[src/core/space_ctl_pkg.sv]
// package for the modulator space control, plus its period down counter
// assumes a single clock domain and an asynchronous active-low reset
`timescale 1ns/1ps
package space_ctl_pkg;
    localparam int DATA_W = 16;
    localparam int ADDR_W = 2;
    localparam logic [ADDR_W-1:0] MARK_COUNT_OFS = 2'h0;
    localparam logic [ADDR_W-1:0] SPACE_COUNT_OFS = 2'h1;
    localparam logic [ADDR_W-1:0] MSC_OFS = 2'h2;
    localparam int MSC_EN_BIT = 0;
    localparam int MSC_FSK_BIT = 1;
    localparam int MSC_BASEBAND_BIT = 2;
    localparam int MSC_EXSP_BIT = 3;
    localparam int MSC_IN_MARK_BIT = 4;
    localparam int MSC_IN_SPACE_BIT = 5;
    localparam int MSC_SECONDARY_BIT = 6;
    localparam logic [DATA_W-1:0] COUNT_RESET = 16'h0000;
    localparam logic [3:0] MSC_RESET = 4'h0;

    typedef enum logic [1:0] {ST_IDLE, ST_MARK, ST_SPACE} mod_state_e;

    // carrier generator output: current level and a pulse at the end of each period
    typedef struct packed {
        logic level;
        logic period_end;
    } carrier_s;

    // control snapshot taken at a period boundary
    typedef struct packed {
        logic [DATA_W-1:0] mark_count;
        logic [DATA_W-1:0] space_count;
        logic ext;
        logic fsk;
        logic baseband;
    } period_cfg_s;
endpackage : space_ctl_pkg

module period_down_counter #(
    parameter int WIDTH = 17
) (
    input wire logic sys_clk_in,
    input wire logic arst_n_in,
    input wire logic load_in,
    input wire logic [WIDTH-1:0] load_val_in,
    input wire logic tick_in,
    output logic [WIDTH-1:0] count_out,
    output logic done_out
);
    logic [WIDTH-1:0] cnt_q;
    logic [WIDTH-1:0] cnt_d;

    always_comb begin
        cnt_d = cnt_q;
        if (load_in) begin
            cnt_d = load_val_in;
        end else if (tick_in && cnt_q != '0) begin
            cnt_d = cnt_q - WIDTH'(1);
        end
    end

    always_ff @(posedge sys_clk_in or negedge arst_n_in) begin
        if (!arst_n_in) begin
            cnt_q <= '0;
        end else begin
            cnt_q <= cnt_d;
        end
    end

    assign count_out = cnt_q;
    assign done_out = (cnt_q == '0);
endmodule : period_down_counter

[src/core/carrier_modulator_space_control.sv]
// space-period and extended-space control of an infrared carrier modulator
// assumes the carrier generator and time-base tick run on sys_clk_in
//
// Functional notes
// - space periods hold the output low, with no carrier
// - fsk mode with zero space count switches carriers without gap or glitch
// - fsk mode gives phase-coherent two-carrier output with programmed mark and space
// - fsk space length is space count times carrier generator periods
// - time, baseband and fsk modes can make spaces longer than the space count
// - extended-space bit makes the next period a space of mark plus space counts
// - while extended-space stays set, every period is space only, no mark
// - clearing extended-space resumes mark then space at the next period
// - extended space total is period length times periods the bit stays set
//
// Implementation choices: the strobed register port and the placing of the registers.
`timescale 1ns/1ps
module carrier_modulator_space_control (
    input wire logic sys_clk_in,
    input wire logic arst_n_in,
    input wire logic [space_ctl_pkg::ADDR_W-1:0] addr_in,
    input wire logic [space_ctl_pkg::DATA_W-1:0] wr_data_in,
    input wire logic wr_in,
    input wire logic rd_in,
    output logic [space_ctl_pkg::DATA_W-1:0] rd_data_out,
    input wire space_ctl_pkg::carrier_s carrier_in,
    input wire logic time_tick_in,
    output logic carrier_secondary_out,
    output logic infrared_output_pin_out
);
    import space_ctl_pkg::*;

    localparam int CNT_W = DATA_W + 1;
    localparam int MSC_RW_W = MSC_EXSP_BIT + 1;

    logic [DATA_W-1:0] mark_count_q, mark_count_d;
    logic [DATA_W-1:0] space_count_q, space_count_d;
    logic [MSC_RW_W-1:0] msc_q, msc_d;
    logic [DATA_W-1:0] rd_data_q, rd_data_d;

    mod_state_e state_q, state_d;
    period_cfg_s cfg_q, cfg_d;
    logic sel_q, sel_d;
    logic ir_q, ir_d;

    logic boundary;
    logic cnt_load;
    logic [CNT_W-1:0] cnt_load_val;
    logic cnt_tick;
    logic [CNT_W-1:0] cnt_value;
    logic cnt_done;
    logic enable;
    logic [DATA_W-1:0] status_word;

    assign enable = msc_q[MSC_EN_BIT];

    // register file
    always_comb begin
        mark_count_d = mark_count_q;
        space_count_d = space_count_q;
        msc_d = msc_q;
        rd_data_d = '0;
        if (wr_in) begin
            unique case (addr_in)
                MARK_COUNT_OFS: mark_count_d = wr_data_in;
                SPACE_COUNT_OFS: space_count_d = wr_data_in;
                MSC_OFS: msc_d = wr_data_in[MSC_RW_W-1:0];
                default: ;
            endcase
        end
        if (rd_in) begin
            unique case (addr_in)
                MARK_COUNT_OFS: rd_data_d = mark_count_q;
                SPACE_COUNT_OFS: rd_data_d = space_count_q;
                MSC_OFS: rd_data_d = status_word;
                default: rd_data_d = '0;
            endcase
        end
    end

    always_comb begin
        status_word = '0;
        status_word[MSC_RW_W-1:0] = msc_q;
        status_word[MSC_IN_MARK_BIT] = (state_q == ST_MARK);
        status_word[MSC_IN_SPACE_BIT] = (state_q == ST_SPACE);
        status_word[MSC_SECONDARY_BIT] = sel_q;
    end

    always_ff @(posedge sys_clk_in or negedge arst_n_in) begin
        if (!arst_n_in) begin
            mark_count_q <= COUNT_RESET;
            space_count_q <= COUNT_RESET;
            msc_q <= MSC_RESET;
            rd_data_q <= '0;
        end else begin
            mark_count_q <= mark_count_d;
            space_count_q <= space_count_d;
            msc_q <= msc_d;
            rd_data_q <= rd_data_d;
        end
    end

    // fsk counts carrier periods, time and baseband count the time-base tick
    assign cnt_tick = cfg_q.fsk ? carrier_in.period_end : time_tick_in;

    // period sequencer
    always_comb begin
        state_d = state_q;
        cfg_d = cfg_q;
        sel_d = sel_q;
        boundary = 1'b0;
        cnt_load = 1'b0;
        cnt_load_val = '0;
        unique case (state_q)
            ST_IDLE: boundary = enable;
            ST_MARK: begin
                if (cnt_done) begin
                    if (cfg_q.space_count == '0) begin
                        boundary = 1'b1;
                    end else begin
                        state_d = ST_SPACE;
                        cnt_load = 1'b1;
                        cnt_load_val = {1'b0, cfg_q.space_count};
                    end
                end
            end
            ST_SPACE: boundary = cnt_done;
        endcase
        if (boundary) begin
            cfg_d.mark_count = mark_count_q;
            cfg_d.space_count = space_count_q;
            cfg_d.ext = msc_q[MSC_EXSP_BIT];
            cfg_d.fsk = msc_q[MSC_FSK_BIT];
            cfg_d.baseband = msc_q[MSC_BASEBAND_BIT];
            cnt_load = 1'b1;
            if (msc_q[MSC_EXSP_BIT]) begin
                state_d = ST_SPACE;
                cnt_load_val = CNT_W'(mark_count_q) + CNT_W'(space_count_q);
            end else begin
                state_d = ST_MARK;
                cnt_load_val = {1'b0, mark_count_q};
                if (msc_q[MSC_FSK_BIT] && state_q != ST_IDLE) begin
                    sel_d = ~sel_q;
                end
            end
        end
        if (!enable) begin
            state_d = ST_IDLE;
            sel_d = 1'b0;
            cnt_load = 1'b0;
        end
        ir_d = (state_d == ST_MARK) && (cfg_d.baseband || carrier_in.level);
    end

    always_ff @(posedge sys_clk_in or negedge arst_n_in) begin
        if (!arst_n_in) begin
            state_q <= ST_IDLE;
            cfg_q <= '0;
            sel_q <= 1'b0;
            ir_q <= 1'b0;
        end else begin
            state_q <= state_d;
            cfg_q <= cfg_d;
            sel_q <= sel_d;
            ir_q <= ir_d;
        end
    end

    period_down_counter #(
        .WIDTH(CNT_W)
    ) u_period_counter (
        .sys_clk_in(sys_clk_in),
        .arst_n_in(arst_n_in),
        .load_in(cnt_load),
        .load_val_in(cnt_load_val),
        .tick_in(cnt_tick),
        .count_out(cnt_value),
        .done_out(cnt_done)
    );

    assign rd_data_out = rd_data_q;
    assign carrier_secondary_out = sel_q;
    assign infrared_output_pin_out = ir_q;
endmodule : carrier_modulator_space_control

[config.mk]
export PLATFORM = sky130hd
export DESIGN_NAME = carrier_modulator_space_control
export DESIGN_NICKNAME = d
export VERILOG_FILES = /design/src/core/space_ctl_pkg.sv /design/src/core/carrier_modulator_space_control.sv
export SDC_FILE = /design/constraint.sdc
export NUM_CORES = 1
export LEC_CHECK = 0
export BUFFER_PORTS_ARGS = -buffer_cell sky130_fd_sc_hd__buf_4
export CORE_UTILIZATION = 60
export CTS_CLUSTER_DIAMETER = 80
export DETAILED_ROUTE_END_ITERATION = 16
export HOLD_SLACK_MARGIN = 0.05
export PLACE_DENSITY = 0.82
export SLEW_MARGIN = 40
export SYNTH_ARGS = -nofsm -noshare
export SYNTH_HDL_FRONTEND = slang
export SYNTH_SLANG_ARGS = --single-unit
[constraint.sdc]
create_clock -name sys_clk_in -period 2.7 [get_ports sys_clk_in]
set_input_delay 0.405 -clock sys_clk_in [delete_from_list [all_inputs] [get_ports sys_clk_in]]
set_output_delay 0.405 -clock sys_clk_in [all_outputs]
set_load 0.02 [all_outputs]
==> results of run 1 <==
-- cells in the mapped netlist (all sizes together) (4+ instances only) --
cell type	n
mux2	39
xnor2	15
nand4	6
nand2	87
and2	12
a21o	5
clkbuf	17
o21a	6
o31a	5
a211oi	11
xor2	8
nor2b	4
nand3	9
nor3	6
o211ai	9
ha	21
dfrtp	91
nor2	31
nand2b	6
o31ai	6
buf	11
mux2i	26
o21ai	25
nor4	7
inv	10
a21oi	20
-- layout by cell type (no fill, tap or decap), drive strengths merged, types with 7 or more instances in the layout --
cell type and count:
buf 64, clkbuf 9, nand3 9, mux2 39
ha 21, a21oi 20, xor2 8, nor4 7
mux2i 26, o211ai 9, and2 12, a211oi 11
xnor2 15, inv 13, dfrtp 91, o21ai 25
nor2 31, nand2 87
-- path summary, 6_finish.rpt --
kind                                       start                              to  depth (start not counted)
worst max-delay path            space_count_q[9]  u_period_counter.count_out[14]                          8
worst min-delay path                   arst_n_in  u_period_counter.count_out[13]                          1
worst max register to register  space_count_q[9]  u_period_counter.count_out[14]                          8
worst min register to register          cfg_q[8]                        cfg_q[8]                          2
max in group asynchronous              arst_n_in                  rd_data_out[2]                          2
min in group sys_clk_in            wr_data_in[0]                 mark_count_q[0]                          3
-- metrics by stage --
| step | power, uW | worst slack [ps] |
|---|---|---|
| floorplan | 3950 | 257 |
| global placement | 4620 | 110 |
| detailed placement | 4710 | 110 |
| CTS | 5680 | 67.8 |
| global route | 6100 | 9.08 |
| finish | 5730 | 101 |
-- final cells by class --
type | instances | area share, %
inverters | 10 | 0.617
clock inverters | 7 | 1.23
multi-input cells | 417 | 48.5
flip-flops and latches | 91 | 37.5
well taps | 108 | 2.22
repair buffers | 64 | 7.96
clock buffers | 9 | 2.04
-- logic make-up (layout without fill, tap and decap cells) --
group	count (synthesis)	in the layout
compound gates	120	120
fa+ha+maj	22	22
flops	91	91
xor+xnor	23	23
mux	65	65
buf+inv	38	90
simple gates	187	187
-- what timing repair did --
action                                  CTS  global route
resized for setup                         0             3
hold buffers                              0             0
endpoints found under the setup margin    0             3
-- flip-flops by register name, indices dropped and copies added (netlist names) --
name	cells
mark_count_q	16
space_count_q	16
state_q	2
rd_data_out	16
msc_q	4
carrier_secondary_out	1
u_period_counter.count_out	17
cfg_q	18
infrared_output_pin_out	1
-- routing by layer --
metal,track usage [%],part of all wire (%)
met5,0,0
met4,8.21,1.2
met3,3.13,5.4
met2,48.7,48
met1,44.4,46
-- power by group through the flow --
stage | registers (uW) | clock network (uW) | logic [uW]
floorplan | 2060 | 0 | 1890
global placement | 2140 | 0 | 2490
detailed placement | 2160 | 0 | 2550
CTS | 2130 | 971 | 2580
global route | 2190 | 1030 | 2880
finish | 2140 | 976 | 2610
-- worst max-delay path: cells and delay by family (launching register included) --
| kind | cells | cell delay [ps] |
|---|---|---|
| fa+ha+maj | 1 | 480 |
| flops | 1 | 430 |
| simple gates | 3 | 1050 |
| compound gates | 3 | 410 |
| buf+inv | 1 | 160 |
==> impl_results.md, run 1 <==
- Final setup vio count: 0
- Crit path max fanout: 10
- Final ANT Viol Nets: 0
- DP Area: 0.00587 mm2
- Pwr dens: 942 mW/mm2
- Vias in the first global route: 4193
- Setup Skew: 12.8 ps
- DP Wirelength: about 9700 um
- R2R setup slack: just over 100 ps
- Mapped Cells: about 550
- Max frequency: 385 MHz
- Ratio of cells with drive above 1 in the final layout: 22.7%
- DRT iter0 DRCs: 403
- Chip Height: 96.6 um
- Num CTS Buffers: 9
- Largest net degree at the start of global routing: 75
- VDD IR max: 0.551 mV
- Area of the multi-input gates: roughly 0.0029 mm2
- CP startpoint kind: register
- Post-layout util: 70.1%
- FF+latch count, synth: 91
- Req. time, crit path: 2990 ps
- Syn nets: 593
- Async SR Flop Fraction: 100%
- Remaining Overflow, GRT: 0
- Die ar.: 0.00933 mm2
- PortBufs: 42
- Final Max Tran Viols: 0
- Synth top area share: 42.4%
- CTS Sinks: 91
- # nets final: 640
- Yosys warning count: 0
- Clock root buffer: clkbuf_8
- Sw frac: about two fifths
- CP peak stage delay: 630 ps
- Mux cell area share after synthesis: 13.1%
- Combinational share of power: 45.6%
- Placed cell count: 690
- Htree depth: 3
- Clock buffer depth: 2
- CTS tree: done
- Max-cap violation count: 0
- FILL cells: 650
- Final min period: 2600 ps
- Synthesized cell area: 0.00537 mm2
- Area leader, netlist: dfrtp_1
- Distinct cells, synth: 69
- Status: finished, final reports clean
- Critical path endpoint category: register
- Final period utilization: 96.3%
- Kind of critical path: reg -> reg
- Number of synthesized flops with an enable pin: 0
- Initial Util: between 60 and 70%
- Top cells by area, synth: dfrtp_1, mux2_2, nand2_1
- N_diodes: 0
- Global-route wire length before repair: about 21000 um
- I/O pin total: 43
- Pint: 3340 uW
- Worst skew pair latency: 360 ps
- Hold Fails Final Rpt: 0
- Core ar.: about 0.0087 mm2
- Area Growth Syn to Fin: 13.3%
- Total number of vias: 4410
- Post-Layout Cell Count: 706
- Setup repair bufs after CTS: 0
- DRC: 0
- Register area: 0.00228 mm2
- Predominant post-synthesis flop cell: dfrtp_1
- Largest family of logic cells by synthesized area: simple AND/OR/NAND/NOR gates
- Routability cong.: 0.923
- Simple-Gate Fraction of Synth Area: 16.6%
- Xor-xnor portion of the synthesized cell area: 3.75%
- Slowest cell on the critical path: or4b_2
- DR pass1 iterations: 5
- CTS clock-pin slew for the worst setup and hold paths: 100 ps
- Wire per inst: 18.8 um
- Sequential fraction of the synthesis area: 42.4%
- Gr usage total: 30.5%
- HP Class: in -> async
- Clock power frac: 17.0%
- RSZ-0062 raised after global routing: no
- Post-synthesis compound-gate area fraction: approximately 16%
- Rows: 34
- Headroom to the max-slew limit: 54.1%
- Final wirelength: 13200 um
- Net Switching: 2380 uW
- Setup_tns: 0 ps
- Via density: 6.25
- Worst hold slack: 54.7 ps
- Die Width: 96.6 um
- Worst-Margin Slew: just under 700 ps
- Final instance area: 0.00608 mm2
- CP arrival: around 2900 ps
- Leak: roughly 0.0027 uW
- Initial antenna violation count: 0
- Sequential share of power: 37.4%
- Crit-path cells: ha_1 > nand4_1 > nor3_1 > a211oi_2 > buf_4 > or4b_2 > o211ai_1 > o31a_1
- Mean Syn Cell Area: 9.83 um2
- Synth Area in Adders: 5.27%
No activity file was read; power rests on OpenSTA's default activity.
==> inputs of run 2 (changes only) <==
- ABC_AREA: default -> 1
- CORE_UTILIZATION: 60 -> 61
- PLACE_DENSITY: 0.82 -> 0.83
- RECOVER_POWER: default -> 100
==> impl_results.md, run 2 <==
- Area leader, netlist: dfrtp_1 (unchanged)
- CTS clock-pin slew for the worst setup and hold paths: 90 ps (was 100 ps)
- Vias in the first global route: 5050 (was 4193)
- Worst-Margin Slew: 1170 ps (was 688 ps)
- Headroom to the max-slew limit: 21.9% (was 54.1%)
- Final Max Tran Viols: 0 (unchanged)
- Final min period: 2280 ps (was 2600 ps)
- Remaining Overflow, GRT: 0 (unchanged)
- Num CTS Buffers: 9 (unchanged)
- Mean Syn Cell Area: 7.10 um2 (was 9.83 um2)
- Chip Height: 98.3 um (was 96.6 um)
- Rows: 34 (unchanged)
- Final wirelength: 13500 um (was 13200 um)
- DRT iter0 DRCs: 324 (was 403)
- Htree depth: 3 (unchanged)
- Global-route wire length before repair: 23600 um (was 21300 um)
- # nets final: 883 (was 640)
- HP Class: in -> reg (was in -> async)
- Yosys warning count: 0 (unchanged)
- Commonest non-fill, non-tap cell in the layout: nand2_1 (was dfrtp_1)
- Setup_tns: 0 ps (unchanged)
- Post-cts sizing count: 0 (unchanged)
- Initial Util: 63.9% (was 61.8%)
- Total number of vias: 5181 (was 4410)
- Synthesized cell area: 0.00566 mm2 (was 0.00537 mm2)
- Wire per inst: 14.3 um (was 18.8 um)
- Area Growth Syn to Fin: 7.92% (was 13.3%)
- Gr usage total: 30.7% (was 30.5%)
- Worst skew pair latency: 370 ps (was 360 ps)
- Die Width: 98.3 um (was 96.6 um)
- Predominant post-synthesis flop cell: dfrtp_1 (unchanged)
- Most numerous cell in the Yosys netlist: nand2_1 (was dfrtp_1)
- Hold Fails Final Rpt: 0 (unchanged)
- Req. time, crit path: 2960 ps (was 2990 ps)
- Async SR Flop Fraction: 100% (unchanged)
- FF+latch count, synth: 91 (unchanged)
- Most flop-heavy register: cfg_q (unchanged)
- Core ar.: 0.00885 mm2 (was 0.00868 mm2)
- DR pass1 iterations: 7 (was 5)
- Setup repair bufs after CTS: 0 (unchanged)
- N_diodes: 0 (unchanged)
- Routability cong.: 1.02 (was 0.923)
- Largest net degree at the start of global routing: 55 (was 75)
- Via density: 5.47 (was 6.25)
- Worst hold slack: 292 ps (was 54.7 ps)
- Clock root buffer: clkbuf_8 (unchanged)
- Pwr dens: 804 mW/mm2 (was 942 mW/mm2)
- Number of synthesized flops with an enable pin: 0 (unchanged)
- Top cells by area, synth: dfrtp_1, nand2_1, inv_1 (was dfrtp_1, mux2_2, nand2_1)
- CP arrival: 2540 ps (was 2890 ps)
- Max reg flops: 18 (unchanged)
- Initial antenna violation count: 0 (unchanged)
- Most frequent cells in the layout: nand2_1, inv_1, dfrtp_1, o21ai_0, nor2_1 (was dfrtp_1, nand2_1, buf_4, mux2_2, nor2_1)
- Max frequency: 438 MHz (was 385 MHz)
- Commonest cells in the netlist: nand2_1, inv_1, dfrtp_1 (was dfrtp_1, nand2_1, mux2_2)
- Final period utilization: 84.5% (was 96.3%)
- Final ANT Viol Nets: 0 (unchanged)
- Final setup vio count: 0 (unchanged)
- FILL cells: 772 (was 650)
- Synth top area share: 40.2% (was 42.4%)
- RSZ-0062 raised after global routing: no (unchanged)
- Distinct cells, synth: 35 (was 69)
- Mapped Cells: 797 (was 546)
- Sequential fraction of the synthesis area: 40.2% (was 42.4%)
- Post-layout util: 69.0% (was 70.1%)
- Clock buffer depth: 2 (unchanged)
- Leak: 0.00327 uW (was 0.00275 uW)
- I/O pin total: 43 (unchanged)
- Die ar.: 0.00966 mm2 (was 0.00933 mm2)
- DP Wirelength: 10300 um (was 9710 um)
- CTS Sinks: 91 (unchanged)
- Critical path endpoint category: register (unchanged)
- PortBufs: 42 (unchanged)
- Ratio of cells with drive above 1 in the final layout: 6.79% (was 22.7%)
- DRC: 0 (unchanged)
- VDD IR max: 0.390 mV (was 0.551 mV)
- Setup Skew: 8.17 ps (was 12.8 ps)
- Hold-fix buffers at CTS: 1 (was 0)
- CP startpoint kind: register (unchanged)
- Kind of critical path: reg -> reg (unchanged)
- Crit path max fanout: 26 (was 10)
- Max-cap violation count: 0 (unchanged)
- Status: finished, final reports clean (unchanged)
- CTS tree: done (unchanged)
- Syn nets: 844 (was 593)
run 2: cells by family after synthesis:
family | synth area share, %
buf+inv | 9.64
xor+xnor | 2.32
compound gates | 9.07
simple gates | 33.7
flops | 40.2
fa+ha+maj | 5.00
run 2: cell type report:
cell class | count | area (um2) | area share (%)
Timing Repair Buffer | 49 | 285 | 4.67
Clock buffer | 11 | 131 | 2.15
Inverter | 107 | 404 | 6.62
Multi-Input combinational cell | 578 | 2820 | 46.2
Tap cell | 108 | 135 | 2.21
Sequential cell | 91 | 2280 | 37.3
Clock inverter | 4 | 52.6 | 0.861
run 2: routing by layer:
layer	vias to the layer above	part of all wire (%)	track usage (%)
met2	185	45	48.0
met5	-	0	0
li1	2574	-	-
met3	26	7.0	3.36
met4	0	2.4	12.9
met1	2396	46	43.7
run 2: path summary, 6_finish.rpt:
path	depth (start not counted)	slack, ps	to	from
max in group asynchronous	3	660	mark_count_q[4]	arst_n_in
setup / recovery	13	420	u_period_counter.count_out[6]	u_period_counter.count_out[0]
hold reg to reg	2	500	cfg_q[13]	cfg_q[13]
setup reg to reg	13	420	u_period_counter.count_out[6]	u_period_counter.count_out[0]
min in group asynchronous	2	710	cfg_q[1]	arst_n_in
hold / removal	3	290	rd_data_out[6]	rd_in
run 2: critical path, cell delays in order, from the launching register on:
cell and delay (ps):
dfrtp_1 390, inv_1 100, ha_1 170, nand3_1 100
nor2_1 130, nand2_1 100, nor2_1 180, nand2_4 140
nand3_4 120, nand2_8 140, inv_1 300, nand3_1 160
nand2_1 90, nand2_1 50
run 2: per-stage QoR:
step                instances  instance area [um2]  setup slack [ps]  power [uW]
finish                    948                 6110               419        4910
detailed placement        932                 6030               534        4010
CTS                       948                 6220               510        4930
global route              948                 6110               186        5300
floorplan                 797                 5660               804        3530
global placement          932                 6020               565        3940
run 2: power by group:
group | internal, uW | leakage, uW | switching [uW] | total, uW
logic | 699 | 0.00202 | 1240 | 1940
clock network | 424 | 0.0000816 | 482 | 905
registers | 1710 | 0.00116 | 353 | 2060
total | 2830 | 0.00327 | 2070 | 4910
